<file path="config.mk">
export PLATFORM = sky130hd
export DESIGN_NAME = sio_io_unit
export DESIGN_NICKNAME = d
export VERILOG_FILES = /design/src/rtl/sio_pkg.sv /design/src/rtl/sio_io_unit.sv
export SDC_FILE = /design/constraint.sdc
export NUM_CORES = 1
export LEC_CHECK = 0
export BUFFER_PORTS_ARGS = -buffer_cell sky130_fd_sc_hd__buf_2
export CAP_MARGIN = 0
export CORE_ASPECT_RATIO = 1.75
export CORE_MARGIN = 1
export CORE_UTILIZATION = 60
export CTS_CLUSTER_DIAMETER = 40
export DETAILED_ROUTE_END_ITERATION = 16
export GPL_TIMING_DRIVEN = 0
export PLACE_DENSITY = 0.84
export SLEW_MARGIN = 20
export SYNTH_ARGS = -nofsm -noshare
export SYNTH_HDL_FRONTEND = slang
export SYNTH_SLANG_ARGS = --single-unit
</file>
<file path="constraint.sdc">
create_clock -name core_clk -period 5.25 [get_ports core_clk]
set_input_delay 0.525 -clock core_clk [delete_from_list [all_inputs] [get_ports core_clk]]
set_output_delay 0.525 -clock core_clk [all_outputs]
set_load 0.03 [all_outputs]
</file>
<file path="src/rtl/sio_pkg.sv">
`default_nettype none
// ============================================================
// shared constants of the bus i/o instruction unit
package sio_pkg;
	// ============================================================
	// timing
	localparam int CLK_PERIOD_NS   = 25;                       // core clock period
	localparam int BUS_FREE_NS     = 400;                      // least bus free delay
	localparam int ARB_DELAY_NS    = 2400;                     // least arbitration delay
	localparam int SEL_SETTLE_NS   = 100;                      // hold of bsy after win
	localparam logic [7:0] BUS_FREE_CYC =
		8'((BUS_FREE_NS + CLK_PERIOD_NS - 1) / CLK_PERIOD_NS);
	localparam logic [7:0] ARB_CYC =
		8'((ARB_DELAY_NS + CLK_PERIOD_NS - 1) / CLK_PERIOD_NS);
	localparam logic [7:0] SETTLE_CYC =
		8'((SEL_SETTLE_NS + CLK_PERIOD_NS - 1) / CLK_PERIOD_NS);

	// ============================================================
	// register byte offsets
	localparam logic [7:0] OFS_CMD    = 8'h00;                // byte_count_register (word 1)
	localparam logic [7:0] OFS_NXT    = 8'h04;                // next_address_register (word 2)
	localparam logic [7:0] OFS_IP     = 8'h08;                // instruction pointer
	localparam logic [7:0] OFS_DSA    = 8'h0c;                // data_structure_base_register
	localparam logic [7:0] OFS_OWNID  = 8'h10;                // own_bus_id_register
	localparam logic [7:0] OFS_SYNC_TRANSFER_REGISTER  = 8'h14;                // sync_transfer_register
	localparam logic [7:0] OFS_CTL0   = 8'h18;                // bus_control_register_zero
	localparam logic [7:0] OFS_LATCH  = 8'h1c;                // bus_output_control_latch
	localparam logic [7:0] OFS_INTERRUPT_STATUS_REGISTER  = 8'h20;                // interrupt_status_register
	localparam logic [7:0] OFS_EXEC   = 8'h24;                // go / execution status

	// ============================================================
	// field positions
	localparam int CMD_TYPE_HI   = 31;                         // instruction type 31:30
	localparam int CMD_OPC_HI    = 29;                         // opcode 29:27
	localparam int CMD_OPC_LO    = 27;
	localparam int CMD_REL_BIT   = 26;                         // relative addressing
	localparam int CMD_TBL_BIT   = 25;                         // table indirect
	localparam int CMD_SATN_BIT  = 24;                         // select with attention
	localparam int CMD_CARRY_BIT = 10;
	localparam int CMD_TGT_BIT   = 9;
	localparam int CMD_ACK_BIT   = 6;
	localparam int CMD_ATN_BIT   = 3;
	localparam int LATCH_ATN_BIT = 3;
	localparam int LATCH_ACK_BIT = 6;
	localparam int CTL0_TGT_BIT  = 0;
	localparam int INTERRUPT_STATUS_REGISTER_SIGNAL_PROCESS_FLAG_BIT = 5;
	localparam int EXEC_GO_BIT   = 0;
	localparam int EXEC_DONE_BIT = 0;
	localparam int EXEC_RW_BIT   = 1;
	localparam int EXEC_ILL_BIT  = 2;
	localparam int EXEC_BUSY_BIT = 3;
	localparam int EXEC_CARRY_BIT = 4;
	localparam logic [1:0] TYPE_IO = 2'h1;                     // i/o class type code

	// ============================================================
	// opcodes
	localparam logic [2:0] OPC_SEL   = 3'h0;                   // select / reselect
	localparam logic [2:0] OPC_DISC  = 3'h1;                   // wait disconnect / disconnect
	localparam logic [2:0] OPC_WAIT  = 3'h2;                   // wait reselect / wait select
	localparam logic [2:0] OPC_SET   = 3'h3;
	localparam logic [2:0] OPC_CLR   = 3'h4;
	localparam logic [2:0] OPC_RW_LO = 3'h5;                   // 5..7 belong to read/write class

	// ============================================================
	// reset values
	localparam logic [31:0] RST_WORD = 32'h0000_0000;
	localparam logic [7:0]  RST_BYTE = 8'h00;

	// ============================================================
	// controller states
	typedef enum logic [7:0] {
		ST_IDLE   = 8'h01,
		ST_TBL    = 8'h02,
		ST_BFREE  = 8'h04,
		ST_ARB    = 8'h08,
		ST_SELN   = 8'h10,
		ST_WSEL   = 8'h20,
		ST_WRESEL = 8'h40,
		ST_WDISC  = 8'h80
	} sio_state_e;
endpackage : sio_pkg
`default_nettype wire

</file>
<file path="src/rtl/sio_io_unit.sv">
`default_nettype none
module sio_io_unit (
	// clock and reset
	input  wire logic        core_clk,
	input  wire logic        rstn,
	// register port
	input  wire logic [7:0]  reg_addr,
	input  wire logic [31:0] reg_wdata,
	input  wire logic        reg_wr,
	input  wire logic        reg_rd,
	output logic      [31:0] reg_rdata,
	// message logic: disconnect or command complete received
	input  wire logic        msg_done,
	// table fetch port
	output logic             mem_req,
	output logic      [31:0] mem_addr,
	input  wire logic        mem_ack,
	input  wire logic [31:0] mem_rdata,
	// bus pins, active low, open drain
	input  wire logic        bsy_n_i,
	output logic             bsy_n_o,
	output logic             bsy_n_oe,
	input  wire logic        sel_n_i,
	output logic             sel_n_o,
	output logic             sel_n_oe,
	input  wire logic        io_n_i,
	output logic             io_n_o,
	output logic             io_n_oe,
	output logic             atn_n_o,
	output logic             atn_n_oe,
	output logic             ack_n_o,
	output logic             ack_n_oe,
	input  wire logic [7:0]  db_n_i,
	output logic      [7:0]  db_n_o,
	output logic      [7:0]  db_n_oe,
	// differential driver direction controls
	output logic             ctl_dir,
	output logic             data_dir,
	// status to the rest of the processor
	output logic             alu_carry,
	output logic             exec_done
);
	// ============================================================
	// state record
	typedef struct packed {
		sio_pkg::sio_state_e state;          // controller state
		logic [10:0] pin_s1;                 // first synchroniser stage
		logic [10:0] pin_s2;                 // second synchroniser stage
		logic [31:0] cmd;                    // first instruction word
		logic [31:0] nxt;                    // alternate address word
		logic [31:0] ip;                     // instruction pointer
		logic [31:0] data_structure_base_register;                    // data structure base
		logic [7:0]  own_id;                 // own id mask
		logic [7:0]  sync_transfer_register;                  // sync offset/period
		logic [7:0]  dest;                   // destination id mask
		logic        target;                 // role: 1 target
		logic        latch_atn;              // output latch atn
		logic        latch_ack;              // output latch ack
		logic        carry;                  // alu carry
		logic        signal_process_flag;                   // signal process flag
		logic        done_flag;              // sticky done
		logic        rw_flag;                // read/write class seen
		logic        ill_flag;               // not an i/o instruction
		logic        msg_seen;               // qualifying message latched
		logic        sel_atn;                // atn during selection
		logic [7:0]  cnt;                    // delay counter
		logic        bsy_oe;
		logic        sel_oe;
		logic        io_oe;
		logic        atn_oe;
		logic        ack_oe;
		logic [7:0]  db_oe;
		logic        lvl;                    // driven level, always asserted low
		logic        ctl_dir;
		logic        data_dir;
		logic        mem_req;
		logic [31:0] mem_addr;
		logic [31:0] rdata;
		logic        exec_done;
	} sio_state_s;

	sio_state_s s;                        // current state
	sio_state_s next_s;                   // next state

	// ============================================================
	// helpers
	// sign extend a 24-bit offset
	function automatic logic [31:0] sio_sext24(input logic [23:0] v);
		sio_sext24 = {{8{v[23]}}, v};
	endfunction : sio_sext24

	// mask of ids above the highest own id bit
	function automatic logic [7:0] sio_above(input logic [7:0] id);
		logic [7:0] m;
		m = 8'h00;
		for (int i = 7; i >= 0; i--) begin
			if (id[i]) begin
				break;
			end
			m[i] = 1'b1;
		end
		sio_above = m;
	endfunction : sio_above

	// state that runs an opcode once parameters are known
	function automatic sio_pkg::sio_state_e sio_op_state(input logic [2:0] opc,
		input logic tgt);
		sio_op_state = sio_pkg::ST_IDLE;
		if (opc == sio_pkg::OPC_SEL) begin
			sio_op_state = sio_pkg::ST_BFREE;
		end else if (opc == sio_pkg::OPC_DISC && !tgt) begin
			sio_op_state = sio_pkg::ST_WDISC;
		end else if (opc == sio_pkg::OPC_WAIT) begin
			sio_op_state = tgt ? sio_pkg::ST_WSEL : sio_pkg::ST_WRESEL;
		end
	endfunction : sio_op_state

	// ============================================================
	// next state logic
	always_comb begin
		logic        bsy_a;
		logic        sel_a;
		logic        io_a;
		logic [7:0]  db_a;
		logic        bus_free;
		logic        sel_hit;
		logic        signal_process_flag_set;
		logic [2:0]  opc;
		logic [31:0] alt;
		logic        jump_alt;
		logic        finish;
		bsy_a    = ~s.pin_s2[0];
		sel_a    = ~s.pin_s2[1];
		io_a     = ~s.pin_s2[2];
		db_a     = ~s.pin_s2[10:3];
		bus_free = ~bsy_a & ~sel_a;
		// someone selects us: our id on the bus with sel, not our own sel
		sel_hit  = sel_a & ~s.sel_oe & (|(db_a & s.own_id));
		opc      = s.cmd[sio_pkg::CMD_OPC_HI:sio_pkg::CMD_OPC_LO];
		// alternate target, relative or absolute
		alt      = s.cmd[sio_pkg::CMD_REL_BIT] ?
			s.ip + sio_sext24(s.nxt[23:0]) : s.nxt;
		signal_process_flag_set = reg_wr && reg_addr == sio_pkg::OFS_INTERRUPT_STATUS_REGISTER &&
			reg_wdata[sio_pkg::INTERRUPT_STATUS_REGISTER_SIGNAL_PROCESS_FLAG_BIT];
		jump_alt = 1'b0;
		finish   = 1'b0;
		next_s   = s;
		next_s.pin_s1    = {db_n_i, io_n_i, sel_n_i, bsy_n_i};
		next_s.pin_s2    = s.pin_s1;
		next_s.exec_done = 1'b0;
		next_s.rdata     = 32'h0000_0000;
		next_s.lvl       = 1'b0;
		if (msg_done) begin
			next_s.msg_seen = 1'b1;
		end

		// register writes
		if (reg_wr) begin
			if (reg_addr == sio_pkg::OFS_CMD) begin
				next_s.cmd = reg_wdata;
			end else if (reg_addr == sio_pkg::OFS_NXT) begin
				next_s.nxt = reg_wdata;
			end else if (reg_addr == sio_pkg::OFS_IP) begin
				next_s.ip = reg_wdata;
			end else if (reg_addr == sio_pkg::OFS_DSA) begin
				next_s.data_structure_base_register = reg_wdata;
			end else if (reg_addr == sio_pkg::OFS_OWNID) begin
				next_s.own_id = reg_wdata[7:0];
			end else if (reg_addr == sio_pkg::OFS_SYNC_TRANSFER_REGISTER) begin
				next_s.sync_transfer_register = reg_wdata[7:0];
			end else if (reg_addr == sio_pkg::OFS_CTL0) begin
				next_s.target = reg_wdata[sio_pkg::CTL0_TGT_BIT];
			end else if (reg_addr == sio_pkg::OFS_LATCH) begin
				next_s.latch_atn = reg_wdata[sio_pkg::LATCH_ATN_BIT];
				next_s.latch_ack = reg_wdata[sio_pkg::LATCH_ACK_BIT];
			end else if (reg_addr == sio_pkg::OFS_INTERRUPT_STATUS_REGISTER) begin
				next_s.signal_process_flag = reg_wdata[sio_pkg::INTERRUPT_STATUS_REGISTER_SIGNAL_PROCESS_FLAG_BIT];
			end else if (reg_addr == sio_pkg::OFS_EXEC) begin
				// write one clears; hardware sets below win
				if (reg_wdata[sio_pkg::EXEC_DONE_BIT]) begin
					next_s.done_flag = 1'b0;
				end
				if (reg_wdata[sio_pkg::EXEC_RW_BIT]) begin
					next_s.rw_flag = 1'b0;
				end
				if (reg_wdata[sio_pkg::EXEC_ILL_BIT]) begin
					next_s.ill_flag = 1'b0;
				end
			end
		end

		// register reads, data stand one cycle later
		if (reg_rd) begin
			if (reg_addr == sio_pkg::OFS_CMD) begin
				next_s.rdata = s.cmd;
			end else if (reg_addr == sio_pkg::OFS_NXT) begin
				next_s.rdata = s.nxt;
			end else if (reg_addr == sio_pkg::OFS_IP) begin
				next_s.rdata = s.ip;
			end else if (reg_addr == sio_pkg::OFS_DSA) begin
				next_s.rdata = s.data_structure_base_register;
			end else if (reg_addr == sio_pkg::OFS_OWNID) begin
				next_s.rdata = {24'h00_0000, s.own_id};
			end else if (reg_addr == sio_pkg::OFS_SYNC_TRANSFER_REGISTER) begin
				next_s.rdata = {24'h00_0000, s.sync_transfer_register};
			end else if (reg_addr == sio_pkg::OFS_CTL0) begin
				next_s.rdata[sio_pkg::CTL0_TGT_BIT] = s.target;
			end else if (reg_addr == sio_pkg::OFS_LATCH) begin
				next_s.rdata[sio_pkg::LATCH_ATN_BIT] = s.latch_atn;
				next_s.rdata[sio_pkg::LATCH_ACK_BIT] = s.latch_ack;
			end else if (reg_addr == sio_pkg::OFS_INTERRUPT_STATUS_REGISTER) begin
				next_s.rdata[sio_pkg::INTERRUPT_STATUS_REGISTER_SIGNAL_PROCESS_FLAG_BIT] = s.signal_process_flag;
			end else if (reg_addr == sio_pkg::OFS_EXEC) begin
				next_s.rdata[sio_pkg::EXEC_DONE_BIT]  = s.done_flag;
				next_s.rdata[sio_pkg::EXEC_RW_BIT]    = s.rw_flag;
				next_s.rdata[sio_pkg::EXEC_ILL_BIT]   = s.ill_flag;
				next_s.rdata[sio_pkg::EXEC_BUSY_BIT]  = s.state != sio_pkg::ST_IDLE;
				next_s.rdata[sio_pkg::EXEC_CARRY_BIT] = s.carry;
			end
		end

		// controller
		case (s.state)
			sio_pkg::ST_IDLE: begin
				if (reg_wr && reg_addr == sio_pkg::OFS_EXEC &&
					reg_wdata[sio_pkg::EXEC_GO_BIT]) begin
					next_s.dest = s.cmd[23:16];
					next_s.cnt  = 8'h00;
					if (s.cmd[sio_pkg::CMD_TYPE_HI -: 2] != sio_pkg::TYPE_IO) begin
						next_s.ill_flag = 1'b1;
						finish = 1'b1;
					end else if (opc >= sio_pkg::OPC_RW_LO) begin
						// handed over to the read/write class
						next_s.rw_flag = 1'b1;
						finish = 1'b1;
					end else if (opc == sio_pkg::OPC_SET || opc == sio_pkg::OPC_CLR) begin
						// latch, role and carry follow the selected bits
						if (s.cmd[sio_pkg::CMD_ATN_BIT]) begin
							next_s.latch_atn = opc == sio_pkg::OPC_SET;
						end
						if (s.cmd[sio_pkg::CMD_ACK_BIT]) begin
							next_s.latch_ack = opc == sio_pkg::OPC_SET;
						end
						if (s.cmd[sio_pkg::CMD_TGT_BIT]) begin
							next_s.target = opc == sio_pkg::OPC_SET;
						end
						if (s.cmd[sio_pkg::CMD_CARRY_BIT]) begin
							next_s.carry = opc == sio_pkg::OPC_SET;
						end
						finish = 1'b1;
					end else if (opc == sio_pkg::OPC_DISC && s.target) begin
						// let go of every line and both direction controls
						next_s.bsy_oe    = 1'b0;
						next_s.sel_oe    = 1'b0;
						next_s.io_oe     = 1'b0;
						next_s.db_oe     = 8'h00;
						next_s.sel_atn   = 1'b0;
						next_s.latch_atn = 1'b0;
						next_s.latch_ack = 1'b0;
						finish = 1'b1;
					end else if (s.cmd[sio_pkg::CMD_TBL_BIT]) begin
						// entry address: base plus signed offset
						next_s.mem_req  = 1'b1;
						next_s.mem_addr = s.data_structure_base_register + sio_sext24(s.cmd[23:0]);
						next_s.state    = sio_pkg::ST_TBL;
					end else begin
						next_s.state = sio_op_state(opc, s.target);
					end
				end
			end
			sio_pkg::ST_TBL: begin
				if (mem_ack) begin
					// entry bytes: zero, id, offset/period, zero
					next_s.dest    = mem_rdata[23:16];
					next_s.sync_transfer_register   = mem_rdata[15:8];
					next_s.mem_req = 1'b0;
					next_s.state   = sio_op_state(opc, s.target);
				end
			end
			sio_pkg::ST_BFREE: begin
				if (sel_hit) begin
					jump_alt = 1'b1;
					next_s.target = ~io_a;
				end else if (bus_free) begin
					next_s.cnt = s.cnt + 8'h01;
					if (s.cnt == sio_pkg::BUS_FREE_CYC - 8'h01) begin
						// arbitrate with our own id
						next_s.bsy_oe = 1'b1;
						next_s.db_oe  = s.own_id;
						next_s.cnt    = 8'h00;
						next_s.state  = sio_pkg::ST_ARB;
					end
				end else begin
					next_s.cnt = 8'h00;
				end
			end
			sio_pkg::ST_ARB: begin
				next_s.cnt = s.cnt + 8'h01;
				if (sel_hit) begin
					next_s.bsy_oe = 1'b0;
					next_s.db_oe  = 8'h00;
					jump_alt = 1'b1;
					next_s.target = ~io_a;
				end else if (s.cnt == sio_pkg::ARB_CYC - 8'h01) begin
					if (sel_a || (|(db_a & sio_above(s.own_id)))) begin
						// lost: drop off and try the next bus free, no status
						next_s.bsy_oe = 1'b0;
						next_s.db_oe  = 8'h00;
						next_s.cnt    = 8'h00;
						next_s.state  = sio_pkg::ST_BFREE;
					end else begin
						// won: address the destination
						next_s.sel_oe  = 1'b1;
						next_s.db_oe   = s.own_id | s.dest;
						next_s.io_oe   = s.target;
						next_s.sel_atn = ~s.target & s.cmd[sio_pkg::CMD_SATN_BIT];
						next_s.cnt     = 8'h00;
						next_s.state   = sio_pkg::ST_SELN;
					end
				end
			end
			sio_pkg::ST_SELN: begin
				if (s.cnt != sio_pkg::SETTLE_CYC) begin
					next_s.cnt = s.cnt + 8'h01;
				end
				if (s.cnt == sio_pkg::SETTLE_CYC - 8'h01) begin
					next_s.bsy_oe = 1'b0;
				end else if (s.cnt == sio_pkg::SETTLE_CYC && bsy_a) begin
					// destination answered: connected, continue at pointer
					next_s.sel_oe  = 1'b0;
					next_s.db_oe   = 8'h00;
					next_s.bsy_oe  = s.target;
					next_s.sel_atn = 1'b0;
					next_s.latch_atn = s.latch_atn | s.sel_atn;
					finish = 1'b1;
				end
			end
			sio_pkg::ST_WSEL: begin
				if (s.signal_process_flag) begin
					next_s.signal_process_flag = signal_process_flag_set;
					jump_alt = 1'b1;
				end else if (sel_hit) begin
					if (io_a) begin
						jump_alt = 1'b1;
						next_s.target = 1'b0;
					end else begin
						finish = 1'b1;
					end
				end
			end
			sio_pkg::ST_WRESEL: begin
				if (s.signal_process_flag) begin
					next_s.signal_process_flag = signal_process_flag_set;
					jump_alt = 1'b1;
				end else if (sel_hit) begin
					if (io_a) begin
						finish = 1'b1;
					end else begin
						jump_alt = 1'b1;
						next_s.target = 1'b1;
					end
				end
			end
			sio_pkg::ST_WDISC: begin
				if (s.msg_seen && bus_free) begin
					next_s.cnt = s.cnt + 8'h01;
					if (s.cnt == sio_pkg::BUS_FREE_CYC - 8'h01) begin
						next_s.msg_seen = msg_done;
						finish = 1'b1;
					end
				end else begin
					next_s.cnt = 8'h00;
				end
			end
			default: begin
				next_s.state = sio_pkg::ST_IDLE;
			end
		endcase

		// completion, with or without the alternate jump
		if (jump_alt) begin
			next_s.ip = alt;
			finish = 1'b1;
		end
		if (finish) begin
			next_s.state     = sio_pkg::ST_IDLE;
			next_s.done_flag = 1'b1;
			next_s.exec_done = 1'b1;
		end

		// initiator lines only reach the bus in initiator role
		next_s.atn_oe   = (next_s.latch_atn & ~next_s.target) | next_s.sel_atn;
		next_s.ack_oe   = next_s.latch_ack & ~next_s.target;
		next_s.ctl_dir  = next_s.bsy_oe | next_s.sel_oe | next_s.io_oe |
			next_s.atn_oe | next_s.ack_oe;
		next_s.data_dir = |next_s.db_oe;
	end

	// ============================================================
	// state register
	always_ff @(posedge core_clk or negedge rstn) begin
		if (!rstn) begin
			s          <= '0;
			s.state    <= sio_pkg::ST_IDLE;
			s.pin_s1   <= 11'h7ff;
			s.pin_s2   <= 11'h7ff;
			s.cmd      <= sio_pkg::RST_WORD;
			s.nxt      <= sio_pkg::RST_WORD;
			s.ip       <= sio_pkg::RST_WORD;
			s.data_structure_base_register      <= sio_pkg::RST_WORD;
			s.own_id   <= sio_pkg::RST_BYTE;
			s.sync_transfer_register    <= sio_pkg::RST_BYTE;
		end else begin
			s <= next_s;
		end
	end

	// ============================================================
	// outputs, all straight from the state register
	assign reg_rdata = s.rdata;
	assign mem_req   = s.mem_req;
	assign mem_addr  = s.mem_addr;
	assign bsy_n_o   = s.lvl;
	assign bsy_n_oe  = s.bsy_oe;
	assign sel_n_o   = s.lvl;
	assign sel_n_oe  = s.sel_oe;
	assign io_n_o    = s.lvl;
	assign io_n_oe   = s.io_oe;
	assign atn_n_o   = s.lvl;
	assign atn_n_oe  = s.atn_oe;
	assign ack_n_o   = s.lvl;
	assign ack_n_oe  = s.ack_oe;
	assign db_n_o    = {8{s.lvl}};
	assign db_n_oe   = s.db_oe;
	assign ctl_dir   = s.ctl_dir;
	assign data_dir  = s.data_dir;
	assign alu_carry = s.carry;
	assign exec_done = s.exec_done;
endmodule : sio_io_unit
`default_nettype wire

</file>
## Word-level counts from Yosys, hierarchy flattened

Index checks and enable logic that the tools add are counted.

| operators by class | value |
|---|---|
| bitwise operators | 29 |
| $add $sub $neg | 3 |
| reduce and logical (&&, ||, !) cells | 38 |
| equal/unequal tests | 60 |
| $lt $le $gt $ge | 1 |
| multiplexer cells | 268 |

Operators with widths:

| kind | count |
|---|---|
| 32-bit 2-to-1 mux | 9 |
| 8-bit 2-to-1 mux | 36 |
| 80-bit 2-to-1 mux | 3 |
| 33-bit 2-to-1 mux | 6 |
| 1-bit 2-to-1 mux | 140 |
| 8-bit case mux with 5 select lines | 2 |
| 32-bit adder | 2 |
| 7-bit 2-to-1 mux | 7 |
| 4-bit 2-to-1 mux | 12 |
| 48-bit 2-to-1 mux | 1 |
| 3-bit 2-to-1 mux | 15 |
| 8-bit by 5-bit == test with 1-bit output (second input constant) | 5 |
| 12-bit 2-to-1 mux | 3 |
| 3-bit != test (second input constant) | 11 |
| 8-bit by 4-bit == test with 1-bit output (second input constant) | 4 |
| 16-bit 2-to-1 mux | 2 |
| 8-bit case mux with 4 select lines | 1 |
| 9-bit 2-to-1 mux | 3 |
| 2-bit by 1-bit != test with 1-bit output (second input constant) | 13 |
| 8-bit by 3-bit == test with 1-bit output (second input constant) | 3 |
| 8-bit by 6-bit == test with 1-bit output (second input constant) | 3 |
| 2-bit 2-to-1 mux | 12 |
| 12-bit AND reduction | 2 |
| 8-bit OR reduction | 3 |
| 41 further kinds | 101 |

| storage, ports and cells | value |
|---|---|
| logic and storage cells | 432 |
| bits in registers | 281 |
| output and inout port bits | 95 |
| input bits | 89 |

## Logic depth before layout (Yosys ltp)

Gate-level depths: netlist of the first run.

| logic depth | value |
|---|---|
| word-level depth | 77 |
| mapped depth | 12 |
| gate-level depth less buffers | 12 |

## Worst setup path after synthesis of the first run

OpenSTA, ideal clock, no wires.

| timing | value |
|---|---|
| path type | reg2reg |
| start | register s[277] (netlist name) |
| end | register s (netlist bit data_dir) |
| setup time | 0.139 ns |
| path slack | 2.251 ns |
| buffers on the path | 2 |
| period minus slack after synthesis | 2.999 ns |
| data arrival time | 2.861 ns |
| data required time | 5.111 ns |
| cell stages (with the launch flop) | 12 |
| cells stage by stage | dfrtp_1 -> buf_6 -> or4_4 -> or4_1 -> buf_2 -> and2_4 -> a21oi_2 -> nand2_2 -> a22oi_1 -> a21boi_0 -> nand4_1 -> or4_1 |

RTL lines:

| item | line | source |
|---|---|---|
| start: declaration | sio_io_unit.sv:82 | `sio_state_s s;` |
| start signal: assignment | sio_io_unit.sv:414 | `s <= next_s;` |

## Final worst setup path of the first run

| timing | value |
|---|---|
| start | register s[123] (netlist name) |
| end | register s[165] (netlist name) |

| on the way | value |
|---|---|
| longest elaborated chain between the ends | 8 |
| elaborated cells between the ends (all ways) | 15 |
| those cells by class | 2 x eq/ne; 7 x mux; 2 x bitwise; 4 x reduce/logical |

RTL lines:

| item | line | source |
|---|---|---|
| 8-bit AND * | sio_io_unit.sv:138 | `sel_hit = sel_a & ~s.sel_oe & (\|(db_a & s.own_id));` |
| 8-bit OR reduction * | sio_io_unit.sv:138 |  |
| 1-bit AND * | sio_io_unit.sv:138 |  |
| 1-bit 2-to-1 mux | - |  |
| 1-bit 2-to-1 mux (on tied branches) | sio_io_unit.sv:352, sio_io_unit.sv:339 |  |
| 1-bit case mux with 3 select lines * | sio_io_unit.sv:223 | `case (s.state)` |
| 2-bit by 1-bit != test with 1-bit output (no source line) / 2-bit nonzero test (equally long branches) | - |  |
| 4-bit AND reduction (no source line) | - |  |

Mark *: on every way between the ends. The rest lies on a longest branch, timed or not.
A chain may end at the register's enable or synchronous reset.

==> results of run 1 <==
[what timing repair did]
item	4_1_cts	5_1_grt
endpoints found under the hold margin	23	0
hold buffers	1	0
buffers inserted	0	0
[power groups by stage]
stage	registers, W	logic [W]	clock network [W]
2_1_floorplan	0.00251	0.000908	0
3_3_place_gp	0.00260	0.00122	0
3_5_place_dp	0.00261	0.00128	0
4_1_cts	0.00257	0.00129	0.00234
5_1_grt	0.00260	0.00144	0.00244
6_report	0.00260	0.00131	0.00234
[cells in the mapped netlist, types with 4 or more instances]
master and instances:
nand2b_1 21, dfrtp_1 258, and3_1 30, a21o_1 34
xor2_1 26, a211oi_1 28, o31a_1 4, a31oi_1 32
nand3_1 44, or4_1 8, nor3_1 27, inv_1 45
a21oi_1 98, nor4_1 7, nor3b_1 8, nand3b_1 5
or3_1 7, a21boi_0 34, o211ai_1 9, o21a_1 12
buf_1 12, buf_4 85, o21ai_0 155, a22o_1 5
o21bai_1 9, ha_1 64, nor4b_1 4, clkbuf_1 61
nor2b_1 47, nand2_1 218, and2_1 8, dfstp_2 23
mux2i_1 25, o22ai_1 12, mux2_2 108, a22oi_1 23
o31ai_1 11, and4_1 4, nor2_1 87, nand4_1 6
xnor2_1 23, a311o_1 4
[cells by family (layout without fill, tap and decap cells)]
family | Yosys count | count (layout) | synth area share
buffers and inverters | 208 | 424 | 0.0663
DFF | 281 | 281 | 0.421
muxes | 133 | 133 | 0.0875
adders and majority gates | 66 | 66 | 0.0502
AOI/OAI and AO/OA | 511 | 511 | 0.193
other | 1 | 15 | 0.000224
xor gates and xnor gates | 49 | 49 | 0.0256
and+or+nand+nor | 542 | 542 | 0.156
[worst max-delay path, delay by kind of cell (launching register included)]
family	cells	cell delay (ns)
AO/OA/AOI/OAI	4	1.77
buffers and inverters	4	1.53
flip-flops	1	0.37
[sequential cells by signal, indices dropped and copies added (netlist names)]
| register | cells |
|---|---|
| bsy_n_oe | 1 |
| sel_n_oe | 1 |
| atn_n_oe | 1 |
| next_s | 11 |
| reg_rdata | 32 |
| ack_n_oe | 1 |
| mem_addr | 32 |
| io_n_oe | 1 |
| ctl_dir | 1 |
| mem_req | 1 |
| exec_done | 1 |
| alu_carry | 1 |
| s | 188 |
| db_n_oe | 8 |
| data_dir | 1 |
[path summary, 6_finish.rpt]
kind,start,end,slack [ns],cells after the start
max in group asynchronous,rstn,next_s[255],3.33,5
min reg2reg,next_s[260],s[260],0.35,0
min in group asynchronous,rstn,reg_rdata[28],0.36,2
max reg2reg,s[123],s[165],1.41,8
min,bsy_n_i,next_s[252],0.02,1
max,s[123],s[165],1.41,8
[layout make-up]
class	count	area, µm²	area share
Antenna cell	2	5.00	0.000260
Multi-Input combinational cell	1314	8630	0.449
Clock inverter	22	265	0.0138
Buffer	162	938	0.0488
Inverter	46	173	0.00897
Timing Repair Buffer	158	873	0.0454
Sequential cell	281	7060	0.367
Tap cell	369	462	0.0240
Clock buffer	36	835	0.0434
[per-stage QoR]
step	utilization	area (µm²)	TNS (ns)	hold slack (ns)
floorplan	-	16800	0	0.229
global placement	0.660	18000	-332.16	0.346
detailed placement	0.664	18100	0	0.348
CTS	0.704	19200	0	0.0254
global route	0.704	19200	0	0.00731
finish	0.704	19200	0	0.0240
[layer usage]
metal	track usage	up-vias	routed length [µm]
li1	-	6777	-
met1	0.414	7352	18500
met2	0.683	927	27700
met3	0.0827	355	4560
met4	0.352	6	6010
met5	0	-	37
==> qor.txt, run 1 <==
status: finished, final reports clean
min setup slack post-route: 1.41 ns
Yosys Warn Count: 0
CP peak stage delay: 0.92 ns
Cell Area, Synth: 0.0168 mm²
ys async rst share: 1.00
clk root buf: clkbuf_16
Most Frequent Cell on Critical Path: clkbuf_1
antenna viol nets, final: 0
Max Cap Viol: 0
Initial Util: 0.613
sequential-to-total area share from yosys stat: 0.421
Die Footprint: 0.0286 mm²
Non-Filler Instances: 2390
Final HPWL DP: 42300 µm
vias in the first global route: 15300
average instance area after synthesis: 9.35 µm²
Tot GR Track Use: 0.402
number of I/O port buffers: 153
Pwr Total: 0.00626 W
final period utilization: 0.731
Tightest Pin Transition: 1.09 ns
Placement Rows: 80
max_slew headroom: 0.273
placed insts: 2329
initial antenna violation count: 6
Leak: 9.49 nW
# DRC: 0
vias: 15400
Max Fclk: 260 MHz
share of cells above drive strength 1: 0.221
most frequent cells in the layout: dfrtp_1, nand2_1, buf_2, o21ai_0, mux2_2
clk_skew: 0.0168 ns
commonest non-fill, non-tap cell in the layout: dfrtp_1
Layout Nets: 2149
Switching Fraction: 0.331
min Tclk post-route: 3.84 ns
critical path endpoint category: flop
CP Max Fanout: 10
TritonCTS clock tree: built
fillers: 2111
First DRT Iteration DRCs: 1417
first-pass GRT wire length: 85200 µm
via/cell ratio: 6.45
crit-path cells: clkbuf_1 > inv_1 > o22ai_1 > o41a_1 > a22oi_1 > clkbuf_1 > clkbuf_1 > a31oi_1
WL final: 56700 µm
Synth area leaders: dfrtp_1, mux2_2, nand2_1
Worst VDD drop: 0.318 mV
clk_lat worst skew: 0.60 ns
Yosys top cell by area: dfrtp_1
largest net degree at the start of global routing: 92
Cell Int Power: 0.00419 W
pre-CTS setup slack: 1.59 ns
core area: 0.0273 mm²
Worst Path Required: 5.68 ns
Final Max Slew Viols: 0
number of clock sinks: 281
global route overflow: 0
Flop pwr share: 0.416
Setup CP Type: flop to flop
HP Class: primary input to flop
GPL Wtd Cong: 1.02
Post-Synthesis Cells: 1791
drt pass-1 iters: 8
RSZ-0062 raised after global routing: false
wire length per cell: 23.7 µm
dominant synthesized flop cell: dfrtp_1
clock-pin slew on the worst setup and hold paths: 0.06 ns
H-tree Lvls: 1
Unique masters post-synth: 80
die height: 223 µm
Logic pwr share: 0.210
I/O Pins: 184
critical path's slowest cell: a22oi_1
Power Density: 325 mW/mm²
post-CTS resize count: 0
Clk pwr share: 0.374
EDFF count, synth: 0
CP arrival: 4.27 ns
Area Growth Syn to Fin: 14.9%
Net Sw Power: 0.00207 W
Final setup violation count: 0
top-area cell type share of the netlist area: 0.385
final hold vios: 0
die width: 128 µm
startpoint type of the worst setup path: flop
CTS Buffer Depth: 3
synthesized flop and latch total: 281
total CTS buffers: 31
(Power assumes the default switching activity.)
==> run 2, diff against run 1 <==
==> constraint.sdc (replaced) <==
create_clock -name core_clk -period 3.6 [get_ports core_clk]
set_input_delay 0.36 -clock core_clk [delete_from_list [all_inputs] [get_ports core_clk]]
set_output_delay 0.36 -clock core_clk [all_outputs]
set_load 0.03 [all_outputs]
==> qor.txt, run 2 (same netlist as run 1, synthesis figures left out) <==
initial antenna violation count: 6 (unchanged)
wire length per cell: 23.9 µm (+0.60%)
most flop-heavy register: s
Final setup violation count: 0 (unchanged)
clk_skew: 0.0162 ns (-0.000533 ns)
Final Max Slew Viols: 0 (unchanged)
max_slew headroom: 0.245 (-0.0279)
startpoint type of the worst setup path: flop
CP Max Fanout: 10 (unchanged)
worst hold margin: -0.00968 ns (-0.0337 ns)
First DRT Iteration DRCs: 1428 (+0.78%)
Switching Fraction: 0.332 (+0.000988)
reg-to-reg slack, setup: 0.08 ns (-1.33 ns)
RR Endpoint: s[165]
failing checks: negative hold slack
critical path endpoint category: flop
Initial Util: 0.613 (unchanged)
status: complete, but fails checks
final hold vios: 5 (+5)
Most Frequent Cell on Critical Path: clkbuf_1
first-pass GRT wire length: 85600 µm (+0.53%)
Die Footprint: 0.0286 mm² (unchanged)
commonest non-fill, non-tap cell in the layout: dfrtp_1
fillers: 2096 (-0.71%)
min Tclk post-route: 3.52 ns (-0.322 ns)
total CTS buffers: 31 (unchanged)
clk_lat worst skew: 0.60 ns (about the same)
number of flip-flops under the largest register name: 188 (unchanged)
Power Density: 472 mW/mm² (+45%)
Non-Filler Instances: 2401 (+0.46%)
Area Growth Syn to Fin: 15.7%
Setup CP Type: flop to flop
I/O Pins: 184 (unchanged)
crit path from: s[123]
final core occ: 0.709 (+0.00508)
via/cell ratio: 6.45 (about the same)
Tightest Pin Transition: 1.12 ns (+0.0318 ns)
vias in the first global route: 15300 (+0.49%)
min setup slack post-route: 0.0819 ns (-1.33 ns)
final period utilization: 0.977 (+0.246)
Cell Int Power: 0.00611 W (+46%)
Worst Path Required: 4.04 ns (-1.64 ns)
crit-path cells: clkbuf_1 > inv_1 > o22ai_1 > o41a_1 > a22oi_2 > clkbuf_1 > clkbuf_1 > a31oi_1
antenna viol nets, final: 0 (unchanged)
die height: 223 µm (unchanged)
CP peak stage delay: 0.59 ns (-0.33 ns)
critical path's slowest cell: a22oi_2
Flop pwr share: 0.414 (-0.002)
drt pass-1 iters: 5 (-3)
most frequent cells in the layout: dfrtp_1, nand2_1, buf_2, o21ai_0, mux2_2
Leak: 9.56 nW (+0.67%)
Layout Nets: 2161 (+0.56%)
number of I/O port buffers: 153 (unchanged)
Logic pwr share: 0.211 (about the same)
setup bufs post-CTS: 0 (unchanged)
GPL Wtd Cong: 1.02 (unchanged)
Pwr Total: 0.00916 W (+46%)
post-route cell area: 0.0194 mm² (+0.72%)
WL final: 57300 µm (+1.1%)
# DRC: 0 (unchanged)
Final HPWL DP: 42300 µm (unchanged)
die width: 128 µm (unchanged)
vias: 15500 (+0.52%)
RSZ-0062 raised after global routing: false
global route overflow: 0 (unchanged)
Clk pwr share: 0.375 (about the same)
Worst VDD drop: 0.453 mV (+42%)
largest net degree at the start of global routing: 92 (unchanged)
CP arrival: 3.96 ns (-0.31 ns)
clk root buf: clkbuf_16
Tot GR Track Use: 0.404 (+0.00181)
HP Class: primary input to flop
H-tree Lvls: 1 (unchanged)
CTS Buffer Depth: 3 (unchanged)
core area: 0.0273 mm² (unchanged)
R2R Path Start: s[123]
hold depth: 3 (+2)
clock-pin slew on the worst setup and hold paths: 0.07 ns (about the same)
Max Cap Viol: 0 (unchanged)
share of cells above drive strength 1: 0.223 (+0.00165)
Area after DPL: 0.0181 mm² (unchanged)
pre-CTS setup slack: -0.0559 ns (-1.65 ns)
number of clock sinks: 281 (unchanged)
Placement Rows: 80 (unchanged)
Setup crit end: s[165]
placed insts: 2329 (unchanged)
Max Fclk: 284 MHz (+9.1%)
Net Sw Power: 0.00304 W (+47%)
Reg2Reg Depth: 8 (unchanged)
TritonCTS clock tree: built
-- run 2: cell types whose count changed in the layout (fill, tap and decap cells not counted), sizes merged --
cell	change
buf	-1
clkbuf	+1
diode	-1
dlygate4sd3	+12
-- run 2: layout make-up --
class / count / area, µm² / area share
tap: 369 / 462 / 0.0238
buffer: 162 / 942 / 0.0486
antenna: 1 / 2.50 / 0.000129
clock buffer: 36 / 835 / 0.0431
sequential: 281 / 7060 / 0.364
clock inverter: 22 / 265 / 0.0137
inverter: 46 / 173 / 0.00891
timing repair buffer: 170 / 993 / 0.0512
multi-input combinational: 1314 / 8650 / 0.446
-- run 2: critical path, delay by kind of cell (launching register included) --
family	cells	cell delay [ns]
AOI/OAI and AO/OA	4	1.45
buffers and inverters	4	1.53
DFF	1	0.37
-- run 2: worst min path at each step --
stage	startpoint	to	slack, ns
after floorplan	rstn	ack_n_oe	0.06
after global placement	next_s[252]	s[252]	0.35
after detailed placement	rstn	s[85]	0.21
after CTS	mem_rdata[10]	s[110]	0.001
after global routing	mem_rdata[13]	s[113]	0.01
final	mem_rdata[15]	s[115]	-0.01
-- run 2: power groups by stage --
stage	Combinational (W)	Clock (W)	Sequential, W
after CTS	0.00189	0.00342	0.00374
final	0.00193	0.00343	0.00379
after global routing	0.00212	0.00356	0.00379
after floorplan	0.00132	0	0.00365
after global placement	0.00178	0	0.00380
after detailed placement	0.00186	0	0.00380
-- run 2: what timing repair did --
item	in CTS	in global routing
hold buffers	13	0
setup endpoints to repair	12	10
hold endpoints to repair	121	0
resized for setup	3	5
-- run 2: metal layers --
metal  part of all wire  up-vias  GRT usage
met4               0.11        6      0.351
met2               0.48      929      0.688
li1                   -     6808          -
met3              0.078      371     0.0832
met1               0.33     7383      0.416
met5            0.00070        -          0
-- run 2: metrics by stage --
step	setup TNS [ns]	hold slack, ns
floorplan	0	0.0644
CTS	0	0.00103
detailed placement	-0.401	0.211
finish	0	-0.00968
global route	0	0.0102
global placement	-740.46	0.346
